===== src/hdl/jqc_pkg.sv =====
// Shared constants, types and decode functions for the quick-configuration link
package jqc_pkg;

   localparam int unsigned ADDR_W = 11;
   localparam int unsigned DATA_W = 8;

   // Registers held by the converter end
   localparam logic [10:0] REG_LANE_RATE_CONTROL  = 11'h56e;
   localparam logic [10:0] REG_LINK_QUICK_CONFIG  = 11'h570;
   localparam int unsigned LRC_LOW_RATE_BIT       = 4;
   localparam logic [7:0]  LRC_RST                = 8'h00;
   localparam logic [7:0]  QC_RST                 = 8'h00;
   localparam logic [7:0]  RD_UNMAPPED            = 8'h00;

   // Controller registers on the AHB-Lite side, byte offsets
   localparam logic [4:0]  CTL_OFS_CMD    = 5'h00;
   localparam logic [4:0]  CTL_OFS_ADDR   = 5'h04;
   localparam logic [4:0]  CTL_OFS_WDATA  = 5'h08;
   localparam logic [4:0]  CTL_OFS_STATUS = 5'h0c;
   localparam logic [4:0]  CTL_OFS_PLAN   = 5'h10;
   localparam int unsigned CMD_GO_BIT     = 0;
   localparam int unsigned CMD_WRITE_BIT  = 1;
   localparam int unsigned ST_BUSY_BIT    = 0;
   localparam int unsigned ST_DONE_BIT    = 1;
   localparam int unsigned ST_RANGE_BIT   = 2;
   localparam int unsigned ST_LLR_BIT     = 3;
   localparam int unsigned ST_WARN_BIT    = 4;
   localparam int unsigned ST_K_BIT       = 5;
   localparam int unsigned ST_RDATA_LSB   = 8;
   localparam int unsigned PLAN_DLOG_LSB  = 16;
   localparam int unsigned PLAN_K_LSB     = 24;
   localparam int unsigned PLAN_MODE_LSB  = 30;
   localparam logic [31:0] W1C_MASK       = 32'h0000_003e;

   // Lane rate arithmetic, rates in Mbps and MSPS
   localparam logic [31:0] LANE_MULT      = 32'd10;
   localparam logic [31:0] RATE_MIN_MBPS  = 32'd3125;
   localparam logic [31:0] RATE_LLR_MBPS  = 32'd6250;
   localparam logic [31:0] RATE_MAX_MBPS  = 32'd12500;

   // Multiframe length limits
   localparam logic [5:0]  K_MAX          = 6'd32;
   localparam logic [5:0]  K_ALIGN_MASK   = 6'h03;
   localparam logic [5:0]  KMIN_F1        = 6'd20;
   localparam logic [5:0]  KMIN_F2        = 6'd12;
   localparam logic [5:0]  KMIN_F4        = 6'd8;
   localparam logic [5:0]  KMIN_F8        = 6'd4;

   // Resolution and control-bit figures per word set
   localparam logic [3:0]  N_W8           = 4'd8;
   localparam logic [3:0]  N_DOWNCONV     = 4'd14;
   localparam logic [3:0]  N_REQUANT      = 4'd9;
   localparam logic [4:0]  NP_8           = 5'd8;
   localparam logic [4:0]  NP_16          = 5'd16;
   localparam logic [1:0]  CS_W8          = 2'd1;
   localparam logic [1:0]  CS_DOWNCONV    = 2'd1;
   localparam logic [1:0]  CS_REQUANT     = 2'd2;

   typedef enum logic [1:0] {
      JQC_MODE_W8          = 2'h0,
      JQC_MODE_DOWNCONV_IQ = 2'h1,
      JQC_MODE_REQUANT     = 2'h2
   } jqc_mode_e;

   typedef struct packed {
      logic       ok;
      logic [2:0] l;
      logic [3:0] m;
      logic [4:0] f;
      logic [3:0] s;
      logic       hd;
      logic [3:0] n;
      logic [4:0] np;
      logic [1:0] cs;
   } jqc_params_s;

   localparam jqc_params_s PARAMS_RST = '{ok: 1'b1, l: 3'd1, m: 4'd1, f: 5'd1, s: 4'd1,
                                          hd: 1'b0, n: N_W8, np: NP_8, cs: CS_W8};

   function automatic jqc_params_s jqc_entry(input logic [2:0] l, input logic [3:0] m,
                                             input logic [4:0] f, input logic [3:0] s,
                                             input logic [3:0] n, input logic [4:0] np,
                                             input logic [1:0] cs);
      jqc_params_s p;
      p = '{ok: 1'b1, l: l, m: m, f: f, s: s, hd: 1'b0, n: n, np: np, cs: cs};
      return p;
   endfunction

   // Unlisted code in the selected mode returns ok low
   function automatic jqc_params_s jqc_decode(input jqc_mode_e mode, input logic [7:0] code);
      jqc_params_s p;
      p = '0;
      unique case (mode)
         JQC_MODE_W8: begin
            unique case (code)
               8'h00: p = jqc_entry(3'd1, 4'd1, 5'd1, 4'd1, N_W8, NP_8, CS_W8);
               8'h01: p = jqc_entry(3'd1, 4'd1, 5'd2, 4'd2, N_W8, NP_8, CS_W8);
               8'h40: p = jqc_entry(3'd2, 4'd1, 5'd1, 4'd2, N_W8, NP_8, CS_W8);
               8'h41: p = jqc_entry(3'd2, 4'd1, 5'd2, 4'd4, N_W8, NP_8, CS_W8);
               8'h42: p = jqc_entry(3'd2, 4'd1, 5'd4, 4'd8, N_W8, NP_8, CS_W8);
               8'h80: p = jqc_entry(3'd4, 4'd1, 5'd1, 4'd4, N_W8, NP_8, CS_W8);
               8'h81: p = jqc_entry(3'd4, 4'd1, 5'd2, 4'd8, N_W8, NP_8, CS_W8);
               8'h09: p = jqc_entry(3'd1, 4'd2, 5'd2, 4'd1, N_W8, NP_8, CS_W8);
               8'h48: p = jqc_entry(3'd2, 4'd2, 5'd1, 4'd1, N_W8, NP_8, CS_W8);
               8'h49: p = jqc_entry(3'd2, 4'd2, 5'd2, 4'd2, N_W8, NP_8, CS_W8);
               8'h88: p = jqc_entry(3'd4, 4'd2, 5'd1, 4'd2, N_W8, NP_8, CS_W8);
               8'h89: p = jqc_entry(3'd4, 4'd2, 5'd2, 4'd4, N_W8, NP_8, CS_W8);
               8'h8a: p = jqc_entry(3'd4, 4'd2, 5'd4, 4'd8, N_W8, NP_8, CS_W8);
               default: p = '0;
            endcase
         end
         JQC_MODE_DOWNCONV_IQ: begin
            unique case (code)
               8'h1c: p = jqc_entry(3'd1, 4'd8, 5'd16, 4'd1, N_DOWNCONV, NP_16, CS_DOWNCONV);
               8'h5b: p = jqc_entry(3'd2, 4'd8, 5'd8, 4'd1, N_DOWNCONV, NP_16, CS_DOWNCONV);
               default: p = '0;
            endcase
         end
         JQC_MODE_REQUANT: begin
            unique case (code)
               8'h49: p = jqc_entry(3'd2, 4'd2, 5'd2, 4'd1, N_REQUANT, NP_16, CS_REQUANT);
               8'h88: p = jqc_entry(3'd4, 4'd2, 5'd1, 4'd1, N_REQUANT, NP_16, CS_REQUANT);
               default: p = '0;
            endcase
         end
         default: p = '0;
      endcase
      return p;
   endfunction

   function automatic logic [15:0] jqc_fout(input logic [15:0] fs_msps,
                                            input logic [2:0] dlog);
      return fs_msps >> dlog;
   endfunction

   // Lane count is 1, 2 or 4, so the divide is a shift
   function automatic logic [31:0] jqc_lane_rate(input jqc_params_s p, input logic [15:0] fout);
      logic [31:0] r;
      r = 32'(fout) * LANE_MULT * 32'(p.m);
      if (p.l == 3'd4) begin
         r = r >> 2;
      end else if (p.l == 3'd2) begin
         r = r >> 1;
      end
      return r;
   endfunction

   function automatic logic [5:0] jqc_kmin(input logic [4:0] f);
      logic [5:0] k;
      unique case (f)
         5'd1:    k = KMIN_F1;
         5'd2:    k = KMIN_F2;
         5'd4:    k = KMIN_F4;
         default: k = KMIN_F8;
      endcase
      return k;
   endfunction

endpackage


===== src/hdl/jqc_link_if.sv =====
// Register link between the controller and the converter's configuration end
`timescale 1ns/1ps
interface jqc_link_if;
   logic        req_valid;
   logic        req_ready;
   logic        req_write;
   logic [10:0] req_addr;
   logic [7:0]  req_wdata;
   logic        rsp_valid;
   logic        rsp_ready;
   logic [7:0]  rsp_rdata;

   modport dev (input req_valid, req_write, req_addr, req_wdata, rsp_ready,
                output req_ready, rsp_valid, rsp_rdata);
   modport ctl (output req_valid, req_write, req_addr, req_wdata, rsp_ready,
                input req_ready, rsp_valid, rsp_rdata);
endinterface


===== src/hdl/jqc_ctl.sv =====
// Controller end: AHB-Lite slave registers that issue checked link accesses
`timescale 1ns/1ps
module jqc_ctl (
   input  wire logic        hclk,
   input  wire logic        hresetn,
   input  wire logic        hsel,
   input  wire logic [31:0] haddr,
   input  wire logic [1:0]  htrans,
   input  wire logic        hwrite,
   input  wire logic [2:0]  hsize,
   input  wire logic [31:0] hwdata,
   input  wire logic        hready,
   output logic [31:0]      hrdata,
   output logic             hreadyout,
   output logic             hresp,
   jqc_link_if.ctl          link
);
   import jqc_pkg::*;

   typedef enum logic [2:0] {
      ST_IDLE = 3'b001,
      ST_REQ  = 3'b010,
      ST_RSP  = 3'b100
   } jqc_ctl_st_e;

   typedef struct packed {
      jqc_ctl_st_e st;
      logic        dp_wr;
      logic [4:0]  dp_ofs;
      logic        cmd_write;
      logic [10:0] addr;
      logic [7:0]  wdata;
      logic [7:0]  rdata;
      logic [15:0] fs;
      logic [2:0]  dlog;
      logic [5:0]  k;
      logic [1:0]  mode;
      logic [7:0]  shadow_qc;
      logic [7:0]  shadow_lrc;
      logic [5:1]  sticky;
      logic [31:0] rd;
      logic        req_valid;
      logic        req_write;
      logic [10:0] req_addr;
      logic [7:0]  req_wdata;
      logic        rsp_ready;
   } jqc_ctl_s;

   jqc_ctl_s    s_ff;
   jqc_ctl_s    nxt_s;
   logic        aphase;
   logic        go;
   logic        is_qc;
   logic        is_lrc;
   logic [7:0]  qc_new;
   logic [7:0]  lrc_new;
   jqc_params_s chk;
   logic [31:0] rate;
   logic        rng_bad;
   logic        llr_bad;
   logic        llr_warn;
   logic        k_bad;

   function automatic logic [31:0] ctl_read(input jqc_ctl_s s, input logic [4:0] ofs);
      logic [31:0] v;
      v = '0;
      unique case (ofs)
         CTL_OFS_CMD:    v[CMD_WRITE_BIT] = s.cmd_write;
         CTL_OFS_ADDR:   v[10:0] = s.addr;
         CTL_OFS_WDATA:  v[7:0] = s.wdata;
         CTL_OFS_STATUS: begin
            v[5:1]                           = s.sticky;
            v[ST_BUSY_BIT]                   = (s.st != ST_IDLE);
            v[ST_RDATA_LSB +: 8]             = s.rdata;
         end
         CTL_OFS_PLAN:   v = {s.mode, s.k, 5'h00, s.dlog, s.fs};
         default:        v = '0;
      endcase
      return v;
   endfunction

   assign aphase = hsel && htrans[1] && hready;

   always_comb begin
      nxt_s    = s_ff;
      go       = 1'b0;
      nxt_s.dp_wr  = aphase && hwrite;
      nxt_s.dp_ofs = haddr[4:0];
      if (s_ff.dp_wr) begin
         unique case (s_ff.dp_ofs)
            CTL_OFS_CMD: begin
               nxt_s.cmd_write = hwdata[CMD_WRITE_BIT];
               go              = hwdata[CMD_GO_BIT];
            end
            CTL_OFS_ADDR:   nxt_s.addr = hwdata[10:0];
            CTL_OFS_WDATA:  nxt_s.wdata = hwdata[7:0];
            CTL_OFS_STATUS: nxt_s.sticky = s_ff.sticky & ~hwdata[5:1];
            CTL_OFS_PLAN: begin
               nxt_s.fs   = hwdata[15:0];
               nxt_s.dlog = hwdata[PLAN_DLOG_LSB +: 3];
               nxt_s.k    = hwdata[PLAN_K_LSB +: 6];
               nxt_s.mode = hwdata[PLAN_MODE_LSB +: 2];
            end
            default: ;
         endcase
      end
      // Checks see address and data as they stand before this beat, but the write bit written in this beat
      is_qc    = s_ff.addr == REG_LINK_QUICK_CONFIG;
      is_lrc   = s_ff.addr == REG_LANE_RATE_CONTROL;
      qc_new   = (is_qc && nxt_s.cmd_write) ? s_ff.wdata : s_ff.shadow_qc;
      lrc_new  = (is_lrc && nxt_s.cmd_write) ? s_ff.wdata : s_ff.shadow_lrc;
      chk      = jqc_decode(jqc_mode_e'(s_ff.mode), qc_new);
      rate     = jqc_lane_rate(chk, jqc_fout(s_ff.fs, s_ff.dlog));
      rng_bad  = chk.ok && (rate < RATE_MIN_MBPS || rate > RATE_MAX_MBPS);
      llr_bad  = chk.ok && rate >= RATE_LLR_MBPS && lrc_new[LRC_LOW_RATE_BIT];
      llr_warn = chk.ok && rate < RATE_LLR_MBPS && !lrc_new[LRC_LOW_RATE_BIT];
      k_bad    = chk.ok && ((s_ff.k & K_ALIGN_MASK) != 6'h00 || s_ff.k > K_MAX
                            || s_ff.k < jqc_kmin(chk.f));
      unique case (s_ff.st)
         ST_IDLE: begin
            // Only writes to the two link registers are screened
            if (go && nxt_s.cmd_write && (is_qc || is_lrc)
                && (rng_bad || llr_bad || k_bad)) begin
               // Set wins over a clear in the same beat
               nxt_s.sticky[ST_RANGE_BIT] = s_ff.sticky[ST_RANGE_BIT] | rng_bad;
               nxt_s.sticky[ST_LLR_BIT]   = s_ff.sticky[ST_LLR_BIT] | llr_bad;
               nxt_s.sticky[ST_K_BIT]     = s_ff.sticky[ST_K_BIT] | k_bad;
               nxt_s.sticky[ST_DONE_BIT]  = 1'b1;
            end else if (go) begin
               if (nxt_s.cmd_write && (is_qc || is_lrc) && llr_warn) begin
                  nxt_s.sticky[ST_WARN_BIT] = 1'b1;
               end
               if (nxt_s.cmd_write && (is_qc || is_lrc)) begin
                  nxt_s.shadow_qc  = qc_new;
                  nxt_s.shadow_lrc = lrc_new;
               end
               nxt_s.req_valid = 1'b1;
               nxt_s.req_write = nxt_s.cmd_write;
               nxt_s.req_addr  = s_ff.addr;
               nxt_s.req_wdata = s_ff.wdata;
               nxt_s.st        = ST_REQ;
            end
         end
         ST_REQ: begin
            if (link.req_ready) begin
               nxt_s.req_valid = 1'b0;
               nxt_s.rsp_ready = 1'b1;
               nxt_s.st        = ST_RSP;
            end
         end
         ST_RSP: begin
            if (link.rsp_valid) begin
               nxt_s.rdata               = link.rsp_rdata;
               nxt_s.rsp_ready           = 1'b0;
               nxt_s.sticky[ST_DONE_BIT] = 1'b1;
               nxt_s.st                  = ST_IDLE;
            end
         end
         default: nxt_s.st = ST_IDLE;
      endcase
      // Read from the updated copy so a read right after a write sees it
      nxt_s.rd = aphase && !hwrite ? ctl_read(nxt_s, haddr[4:0]) : s_ff.rd;
   end

   always_ff @(posedge hclk or negedge hresetn) begin
      if (!hresetn) begin
         s_ff <= '{st: ST_IDLE, dp_wr: 1'b0, dp_ofs: '0, cmd_write: 1'b0, addr: '0,
                   wdata: '0, rdata: '0, fs: '0, dlog: '0, k: K_MAX, mode: JQC_MODE_W8,
                   shadow_qc: QC_RST, shadow_lrc: LRC_RST, sticky: '0, rd: '0,
                   req_valid: 1'b0, req_write: 1'b0, req_addr: '0, req_wdata: '0,
                   rsp_ready: 1'b0};
      end else begin
         s_ff <= nxt_s;
      end
   end

   assign hrdata         = s_ff.rd;
   assign hreadyout      = 1'b1;
   assign hresp          = 1'b0;
   assign link.req_valid = s_ff.req_valid;
   assign link.req_write = s_ff.req_write;
   assign link.req_addr  = s_ff.req_addr;
   assign link.req_wdata = s_ff.req_wdata;
   assign link.rsp_ready = s_ff.rsp_ready;
endmodule


===== src/flat_wrapper.sv =====
// flat-port wrapper written by rule: the top's interface ports become plain ports
module jqc_ctl_flat import jqc_pkg::*;
  (hclk, hresetn, hsel, haddr, htrans, hwrite, hsize, hwdata, hready, hrdata, hreadyout, hresp, link_req_valid, link_req_write, link_req_addr, link_req_wdata, link_rsp_ready, link_req_ready, link_rsp_valid, link_rsp_rdata);
  jqc_link_if link_i ();
  input  wire logic hclk;
  input  wire logic hresetn;
  input  wire logic hsel;
  input  wire logic [31:0] haddr;
  input  wire logic [1:0] htrans;
  input  wire logic hwrite;
  input  wire logic [2:0] hsize;
  input  wire logic [31:0] hwdata;
  input  wire logic hready;
  output logic [31:0] hrdata;
  output logic hreadyout;
  output logic hresp;
  output wire logic [$bits(link_i.req_valid)-1:0] link_req_valid;
  output wire logic [$bits(link_i.req_write)-1:0] link_req_write;
  output wire logic [$bits(link_i.req_addr)-1:0] link_req_addr;
  output wire logic [$bits(link_i.req_wdata)-1:0] link_req_wdata;
  output wire logic [$bits(link_i.rsp_ready)-1:0] link_rsp_ready;
  input wire logic [$bits(link_i.req_ready)-1:0] link_req_ready;
  input wire logic [$bits(link_i.rsp_valid)-1:0] link_rsp_valid;
  input wire logic [$bits(link_i.rsp_rdata)-1:0] link_rsp_rdata;
  assign link_req_valid = link_i.req_valid;
  assign link_req_write = link_i.req_write;
  assign link_req_addr = link_i.req_addr;
  assign link_req_wdata = link_i.req_wdata;
  assign link_rsp_ready = link_i.rsp_ready;
  assign link_i.req_ready = link_req_ready;
  assign link_i.rsp_valid = link_rsp_valid;
  assign link_i.rsp_rdata = link_rsp_rdata;
  jqc_ctl u_core (.hclk(hclk), .hresetn(hresetn), .hsel(hsel), .haddr(haddr), .htrans(htrans), .hwrite(hwrite), .hsize(hsize), .hwdata(hwdata), .hready(hready), .hrdata(hrdata), .hreadyout(hreadyout), .hresp(hresp), .link(link_i));
endmodule

===== config.mk =====
export PLATFORM = sky130hd
export DESIGN_NAME = jqc_ctl_flat
export DESIGN_NICKNAME = d
export VERILOG_FILES = /design/src/hdl/jqc_pkg.sv /design/src/hdl/jqc_link_if.sv /design/src/hdl/jqc_ctl.sv /design/src/flat_wrapper.sv
export SDC_FILE = /design/constraint.sdc
export NUM_CORES = 1
export LEC_CHECK = 0
export CORE_MARGIN = 4
export CORE_UTILIZATION = 45
export DETAILED_ROUTE_END_ITERATION = 10
export DONT_BUFFER_PORTS = 1
export HOLD_SLACK_MARGIN = 0.08
export PLACE_DENSITY = 0.62
export RECOVER_POWER = 25
export SLEW_MARGIN = 0
export SYNTH_ARGS = -nofsm -noshare
export SYNTH_HDL_FRONTEND = slang
export SYNTH_SLANG_ARGS = --single-unit
export TNS_END_PERCENT = 30

===== constraint.sdc =====
create_clock -name hclk -period 9.8 [get_ports hclk]
set_input_delay 1.47 -clock hclk [delete_from_list [all_inputs] [get_ports hclk]]
set_output_delay 1.47 -clock hclk [all_outputs]
set_load 0.02 [all_outputs]

## Yosys cells after proc, flatten, opt, wreduce, memory -nomap -nowiden

Index checks and enable logic that the tools add are counted.

- Flip-flop bits (word level): 139
- Input bits: 84
- Output and inout port bits: 56
- Logic and storage cells: 160

- Multiply operators: 2
- $lt $le $gt $ge: 6
- Equality and inequality tests: 39
- Shift operators: 1
- Muxes and demuxes: 48
- Bitwise operators: 6
- Reduce and logical (&&, ||, !) cells: 37

Operator list:

| operator | number |
|---|---|
| $pmux W29 S13 | 1 |
| $pmux W29 S2 | 2 |
| $pmux W29 S3 | 1 |
| $mux W27 | 2 |
| $eq A8 B7 Y1 const B | 6 |
| $mux W21 | 2 |
| $eq A8 B8 Y1 const B | 5 |
| $mux W8 | 5 |
| $ge A32 B13 Y1 const B | 1 |
| $gt A32 B14 Y1 const B | 1 |
| $lt A32 B12 Y1 const B | 1 |
| $lt A32 B13 Y1 const B | 1 |
| $mux W32 | 1 |
| $mux W24 | 1 |
| $mul A19 B4 Y23 | 1 |
| $eq A11 B11 Y1 const B | 2 |
| $eq A5 B4 Y1 const B | 4 |
| $mux W20 | 1 |
| $mul A16 B3 Y19 const B | 1 |
| $pmux W3 S3 | 2 |
| $logic_and A1 B1 Y1 | 17 |
| $mux W16 | 1 |
| $pmux W4 S4 | 1 |
| $shr A16 B3 Y16 | 1 |
| other kinds (42) | 78 |

## Depth between registers and ports, before layout

- Word-level depth: 21
- Depth in mapped cells: 39
- Gate-level depth less buffers: 36

## Worst setup path after synthesis

No wires, ideal clock.

- Path kind: register to register
- Start: reg u_core.s_ff[84] in the netlist's numbering
- End: reg u_core.s_ff (netlist bit u_core.link.req_addr[0])
- Setup time: 0.125 ns
- Arrival time: 7.840 ns
- Data required time: 9.675 ns
- Setup slack: 1.835 ns
- Stages on the path, launching flop included: 39
- Buffers on the path: 4
- Period minus slack after synthesis: 7.965 ns
- Cell sequence: dfrtp_1 > buf_1 > clkbuf_1 > mux4_2 > nand2_1 > o21a_1 > inv_1 > ha_1 > ha_1 > fa_1 > a21o_1 > a21oi_1 > o21bai_1 > a21oi_1 > o21bai_1 > a21oi_1 > o21bai_1 > a21oi_1 > [... 3 more ...] > inv_1 > fa_1 > inv_1 > ha_1 > clkbuf_1 > nand2_1 > nor2_1 > a21boi_0 > nor3_1 > o41a_1 > a211oi_1 > nand4b_1 > o21ai_1 > o211ai_2 > nor4_4 > nor2_2 > buf_6 > mux2_4

- Longest elaborated chain between the ends: 13
- Elaborated cells between the ends (all ways): 17
- Classes of those cells: mul: 2; order compare: 3; shift: 1; mux: 2; bitwise: 1; reduce/logical: 8

Ends and longest elaborated chain:

| item | RTL line | text |
|---|---|---|
| start, declared | jqc_ctl.sv:49 | `jqc_ctl_s s_ff;` |
| start signal, assigned | jqc_ctl.sv:167 | `s_ff <= '{st: ST_IDLE, dp_wr: 1'b0, dp_ofs: '0, cmd_write: 1'b0, addr: '0,` |
| start signal, assigned | jqc_ctl.sv:173 | `s_ff <= nxt_s;` |
| $shr A16 B3 Y16 * | jqc_pkg.sv:133 | `return fs_msps >> dlog;` |
| $mul A16 B3 Y19 * | jqc_pkg.sv:139 | `r = 32'(fout) * LANE_MULT * 32'(p.m);` |
| $mul A19 B4 Y23 * | jqc_pkg.sv:139 |  |
| $mux W24 | jqc_pkg.sv:142 | `end else if (p.l == 3'd2) begin` |
| $mux W32 * | jqc_pkg.sv:140 | `if (p.l == 3'd4) begin` |
| $lt A32 B12 Y1 (tied with other cells) | jqc_ctl.sv:114 | `rng_bad = chk.ok && (rate < RATE_MIN_MBPS \|\| rate > RATE_MAX_MBPS);` |
| $logic_or A1 B1 Y1 / $logic_and A1 B1 Y1 (equally long branches) | jqc_ctl.sv:114, jqc_ctl.sv:115 |  |
| $logic_and A1 B1 Y1, on equally long branches | jqc_ctl.sv:114, jqc_ctl.sv:115 |  |
| $logic_or A1 B1 Y1 * (2 in a row) | jqc_ctl.sv:123 | `&& (rng_bad \|\| llr_bad \|\| k_bad)) begin` |
| $logic_and A1 B1 Y1 * | jqc_ctl.sv:123 |  |
| $not A1 Y1 (no line) * | - |  |
| $reduce_and A3 Y1 (no line) * | - |  |

Every way passes the cells marked *; elsewhere a longest branch is shown, timed or not.
A chain may end at the register's enable or synchronous reset.

## Worst setup path after layout

- Start: reg u_core.s_ff[84] in the netlist's numbering
- End: reg u_core.s_ff[69] in the netlist's numbering

- Longest elaborated chain between the ends: 13
- Elaborated cells between the ends (all ways): 17
- Classes of those cells: mul: 2; order compare: 3; shift: 1; mux: 2; bitwise: 1; reduce/logical: 8

Ends and longest elaborated chain:

| item | RTL line |
|---|---|
| $shr A16 B3 Y16 * | jqc_pkg.sv:133 |
| $mul A16 B3 Y19 * | jqc_pkg.sv:139 |
| $mul A19 B4 Y23 * | jqc_pkg.sv:139 |
| $mux W24 | jqc_pkg.sv:142 |
| $mux W32 * | jqc_pkg.sv:140 |
| $lt A32 B12 Y1 (tied with other cells) | jqc_ctl.sv:114 |
| $logic_or A1 B1 Y1 / $logic_and A1 B1 Y1 (equally long branches) | jqc_ctl.sv:114, jqc_ctl.sv:115 |
| $logic_and A1 B1 Y1, on equally long branches | jqc_ctl.sv:114, jqc_ctl.sv:115 |
| $logic_or A1 B1 Y1 * (2 in a row) | jqc_ctl.sv:123 |
| $logic_and A1 B1 Y1 * | jqc_ctl.sv:123 |
| $not A1 Y1 (no line) * | - |
| $reduce_and A4 Y1 (no line) * | - |

Marked as above.

==> metrics <==
Die X=164 um; Synth cell types=93; Worst R2R Setup Slack=0.77 ns; Psw=567 uW; Final Non-Filler Cells=1,463; Fill cells=2,224; post-synth top area share=28.7%; Hold Crit Depth=1; period utilisation layout=92.1%; CTS Hold Buffers Added=0; Starting Density=46.1%; Synth Area per Inst=9.05 um2; clock-pin slew on the worst setup and hold paths=0.06 ns; Final Hold Vio Count=0; share of power burned in registers=36.6%; largest net degree at the start of global routing=128; VDD IR-drop max=0.000124 V; Worst Hold Class=flip-flop to flip-flop; layout cell share with drive strength beyond 1=15.5%; final RePlAce weighted congestion=0.922; routed via count=8,630; Setup crit start kind=flip-flop; Max transition margin=25.1%; switching share of power=34.9%; CTS max path bufs=2; PwrDens=143 nW/um2; Post-synth top flop=dfrtp_1; global route overflow=0; die area=26,800 um2; Detail Placement HPWL=21,400 um; FF+latch area=3180 um2; Fmax=111 MHz; dpl cells=1,431; HP Start=u_core.s_ff[104]; part of the Yosys area used for sequential elements=29.2%; num rows=56; die height=164 um; fin. max-slew vios=0; # port buffers=0; top cells by area, synth=dfrtp_1 (29%), ha_1 (8.3%), mux2_2 (7.4%); highest cell delay on the worst timing path=0.57 ns; clk sink count=127; Multi-input gate area=6770 um2; antenna-violating nets left=0; Critical Path RT=10.10 ns; first-pass GRT wire length=46,000 um; CTS tree=built; total negative slack=0 ns; Initial DRC Count=796; IO Count=140; CP endpoint kind=flip-flop; number of flops mapped to enable cells by yosys=0; Setup Buffers After CTS=0; drt drc=0; final core occ=48.1%; Setup CP Type=flip-flop to flip-flop; Post-Syn Instances=1,204; Nets=1,304; Total Wirelength=28,100 um; Buf/Inv on CP=4; Gate power share=24.7%; Synthesis Warnings=0; r2r startpoint=u_core.s_ff[84]; Critical Path Fanout Max=12; RSZ-0062 raised after global routing=no; synthesized flop and latch total=127; GRT Overall Usage=21.3%; Reg2Reg Capture Point=u_core.s_ff[69]; clock group share of total power=38.7%; antenna violations before repair=0; Layout Skew=0.00852 ns; clk_lat worst skew=0.42 ns; Critical path origin=u_core.s_ff[84]; area leader, netlist=dfrtp_1; Core Region=23,600 um2; fraction of registers with async set/reset=100%; Via-to-Cell Ratio=5.90; Crit-path slowest cell=dfrtp_1; status=complete, no violations; vias in the first global route=8,410; max_cap viols=0; total power=1.63 mW; Pint=1.06 mW; worst-case reg-to-reg path depth=37; WL/cell=19.2 um; area added between synthesis and finish=4.24%; CTS Buf Count=17; Final min period=9.03 ns; # setup viols final=0; static leakage=5.19 nW; Mapped Area=10,900 um2; CTS root buf=clkbuf_16; ant diodes=0; hold endpoint=u_core.s_ff[104]; Slew @ Worst Pin=1.09 ns; CP delay by family, top=compound AO/OA/AOI/OAI gates; DRT Pass-1 Iters=6; H-tree depth=4; CP arrival=9.33 ns
-- logic make-up (layout without fill, tap and decap cells) --
group           after synthesis  in the layout  share of synthesized area (%)
xor+xnor                     25             25                           2.01
mux                         117            117                           12.7
flops                       127            127                           29.2
compound gates              272            272                           17.6
simple gates                374            374                           18.0
fa+ha+maj                    89             89                           11.4
buf+inv                     198            133                           8.96
other cells                   2              7                         0.0689
-- cell usage after synthesis, drive strengths merged, types with 4 or more instances --
master / number
mux2i: 24
nand4b: 6
clkbuf: 40
o31ai: 10
nand2: 89
nor2: 87
inv: 87
a21oi: 60
nor3b: 5
mux2: 90
nand3: 42
o21a: 7
or3: 7
o21bai: 9
o21ai: 55
dfrtp: 125
or4b: 5
a2111oi: 6
a211oi: 8
xor2: 9
nand4: 6
and2: 13
nor4: 11
nor3: 19
o211ai: 9
a31oi: 10
ha: 72
a21boi: 8
a21o: 13
xnor2: 16
o22ai: 6
and3: 11
o211a: 6
a22oi: 10
nand2b: 20
a222oi: 7
a211o: 6
nor2b: 14
buf: 71
or2: 14
nor4b: 7
nand3b: 8
a221o: 4
fa: 17
-- flip-flops by register name, summed over array words and instances, names as in the netlist --
| signal | flops |
|---|---|
| u_core.link.req_wdata | 8 |
| u_core.s_ff | 78 |
| u_core.link.req_write | 1 |
| u_core.link.req_addr | 11 |
| u_core.link.rsp_ready | 1 |
| u_core.link.req_valid | 1 |
| u_core.hrdata | 27 |
-- worst reg2reg max path, delay by kind of cell (launching register included) --
kind            cells  cell delay (ns)
flops               1             0.57
mux                 2             0.63
fa+ha+maj           6             2.15
buf+inv             4             0.45
compound gates     17             3.77
xor+xnor            1             0.29
simple gates        7             1.09
-- power groups by stage --
| stage | Sequential, mW | Combinational (mW) | Clock, mW |
|---|---|---|---|
| floorplan | 0.573 | 0.342 | 0 |
| CTS | 0.594 | 0.401 | 0.640 |
| finish | 0.594 | 0.401 | 0.629 |
| global placement | 0.603 | 0.391 | 0 |
| global route | 0.598 | 0.455 | 0.664 |
| detailed placement | 0.604 | 0.394 | 0 |
-- cells in the final DEF (no fill, tap or decap), drive strengths merged, types with 16 or more instances in the layout --
cell and count:
clkbuf 17, fa 17, nor2 87, dfrtp 125, nand2 89, o21ai 55
inv 96, nor3 19, nand3 42, nand2b 20, mux2 90, ha 72
xnor2 16, a21oi 60, mux2i 24
-- per-layer routing --
layer	GRT usage (%)	up-vias	part of all wire, %
met4	5.68	0	1.8
met1	29.7	4138	45
met3	4.37	37	7.4
li1	-	4143	-
met2	34.0	312	46
met5	0	-	0
-- cell type report --
type                       instances  share of cell area (%)
clock buffer                      17                    3.75
tap                              319                    3.52
timing repair buffer              14                   0.926
multi-input combinational        884                    59.6
sequential                       127                    28.0
inverter                          87                    2.88
clock inverter                    15                    1.29
-- how the worst max path moves through the flow --
stage / endpoint / slack (ns) / cells past startpoint
3_5_place_dp: u_core.s_ff[69] / 0.67 / 36
3_3_place_gp: u_core.s_ff[67] / 0.79 / 34
6_report: u_core.s_ff[69] / 0.77 / 37
4_1_cts: u_core.s_ff[69] / 0.60 / 36
2_1_floorplan: u_core.link.req_addr[0] / 1.83 / 38
5_1_grt: u_core.s_ff[68] / 0.08 / 37
-- through the flow --
| stage | cell area (um2) | hold slack (ns) | setup slack (ns) |
|---|---|---|---|
| after floorplan | 10900 | 0.440 | 1.83 |
| after global placement | 10800 | 0.459 | 0.786 |
| after detailed placement | 10800 | 0.474 | 0.670 |
| after CTS | 11300 | 0.501 | 0.600 |
| after global routing | 11400 | 0.520 | 0.0770 |
| final | 11400 | 0.502 | 0.771 |
-- what timing repair did --
action                                  4_1_cts  5_1_grt
endpoints found under the setup margin        0        9
gates resized for setup                       0        3
hold endpoints to repair                      0        0
(Power assumes the default switching activity.)
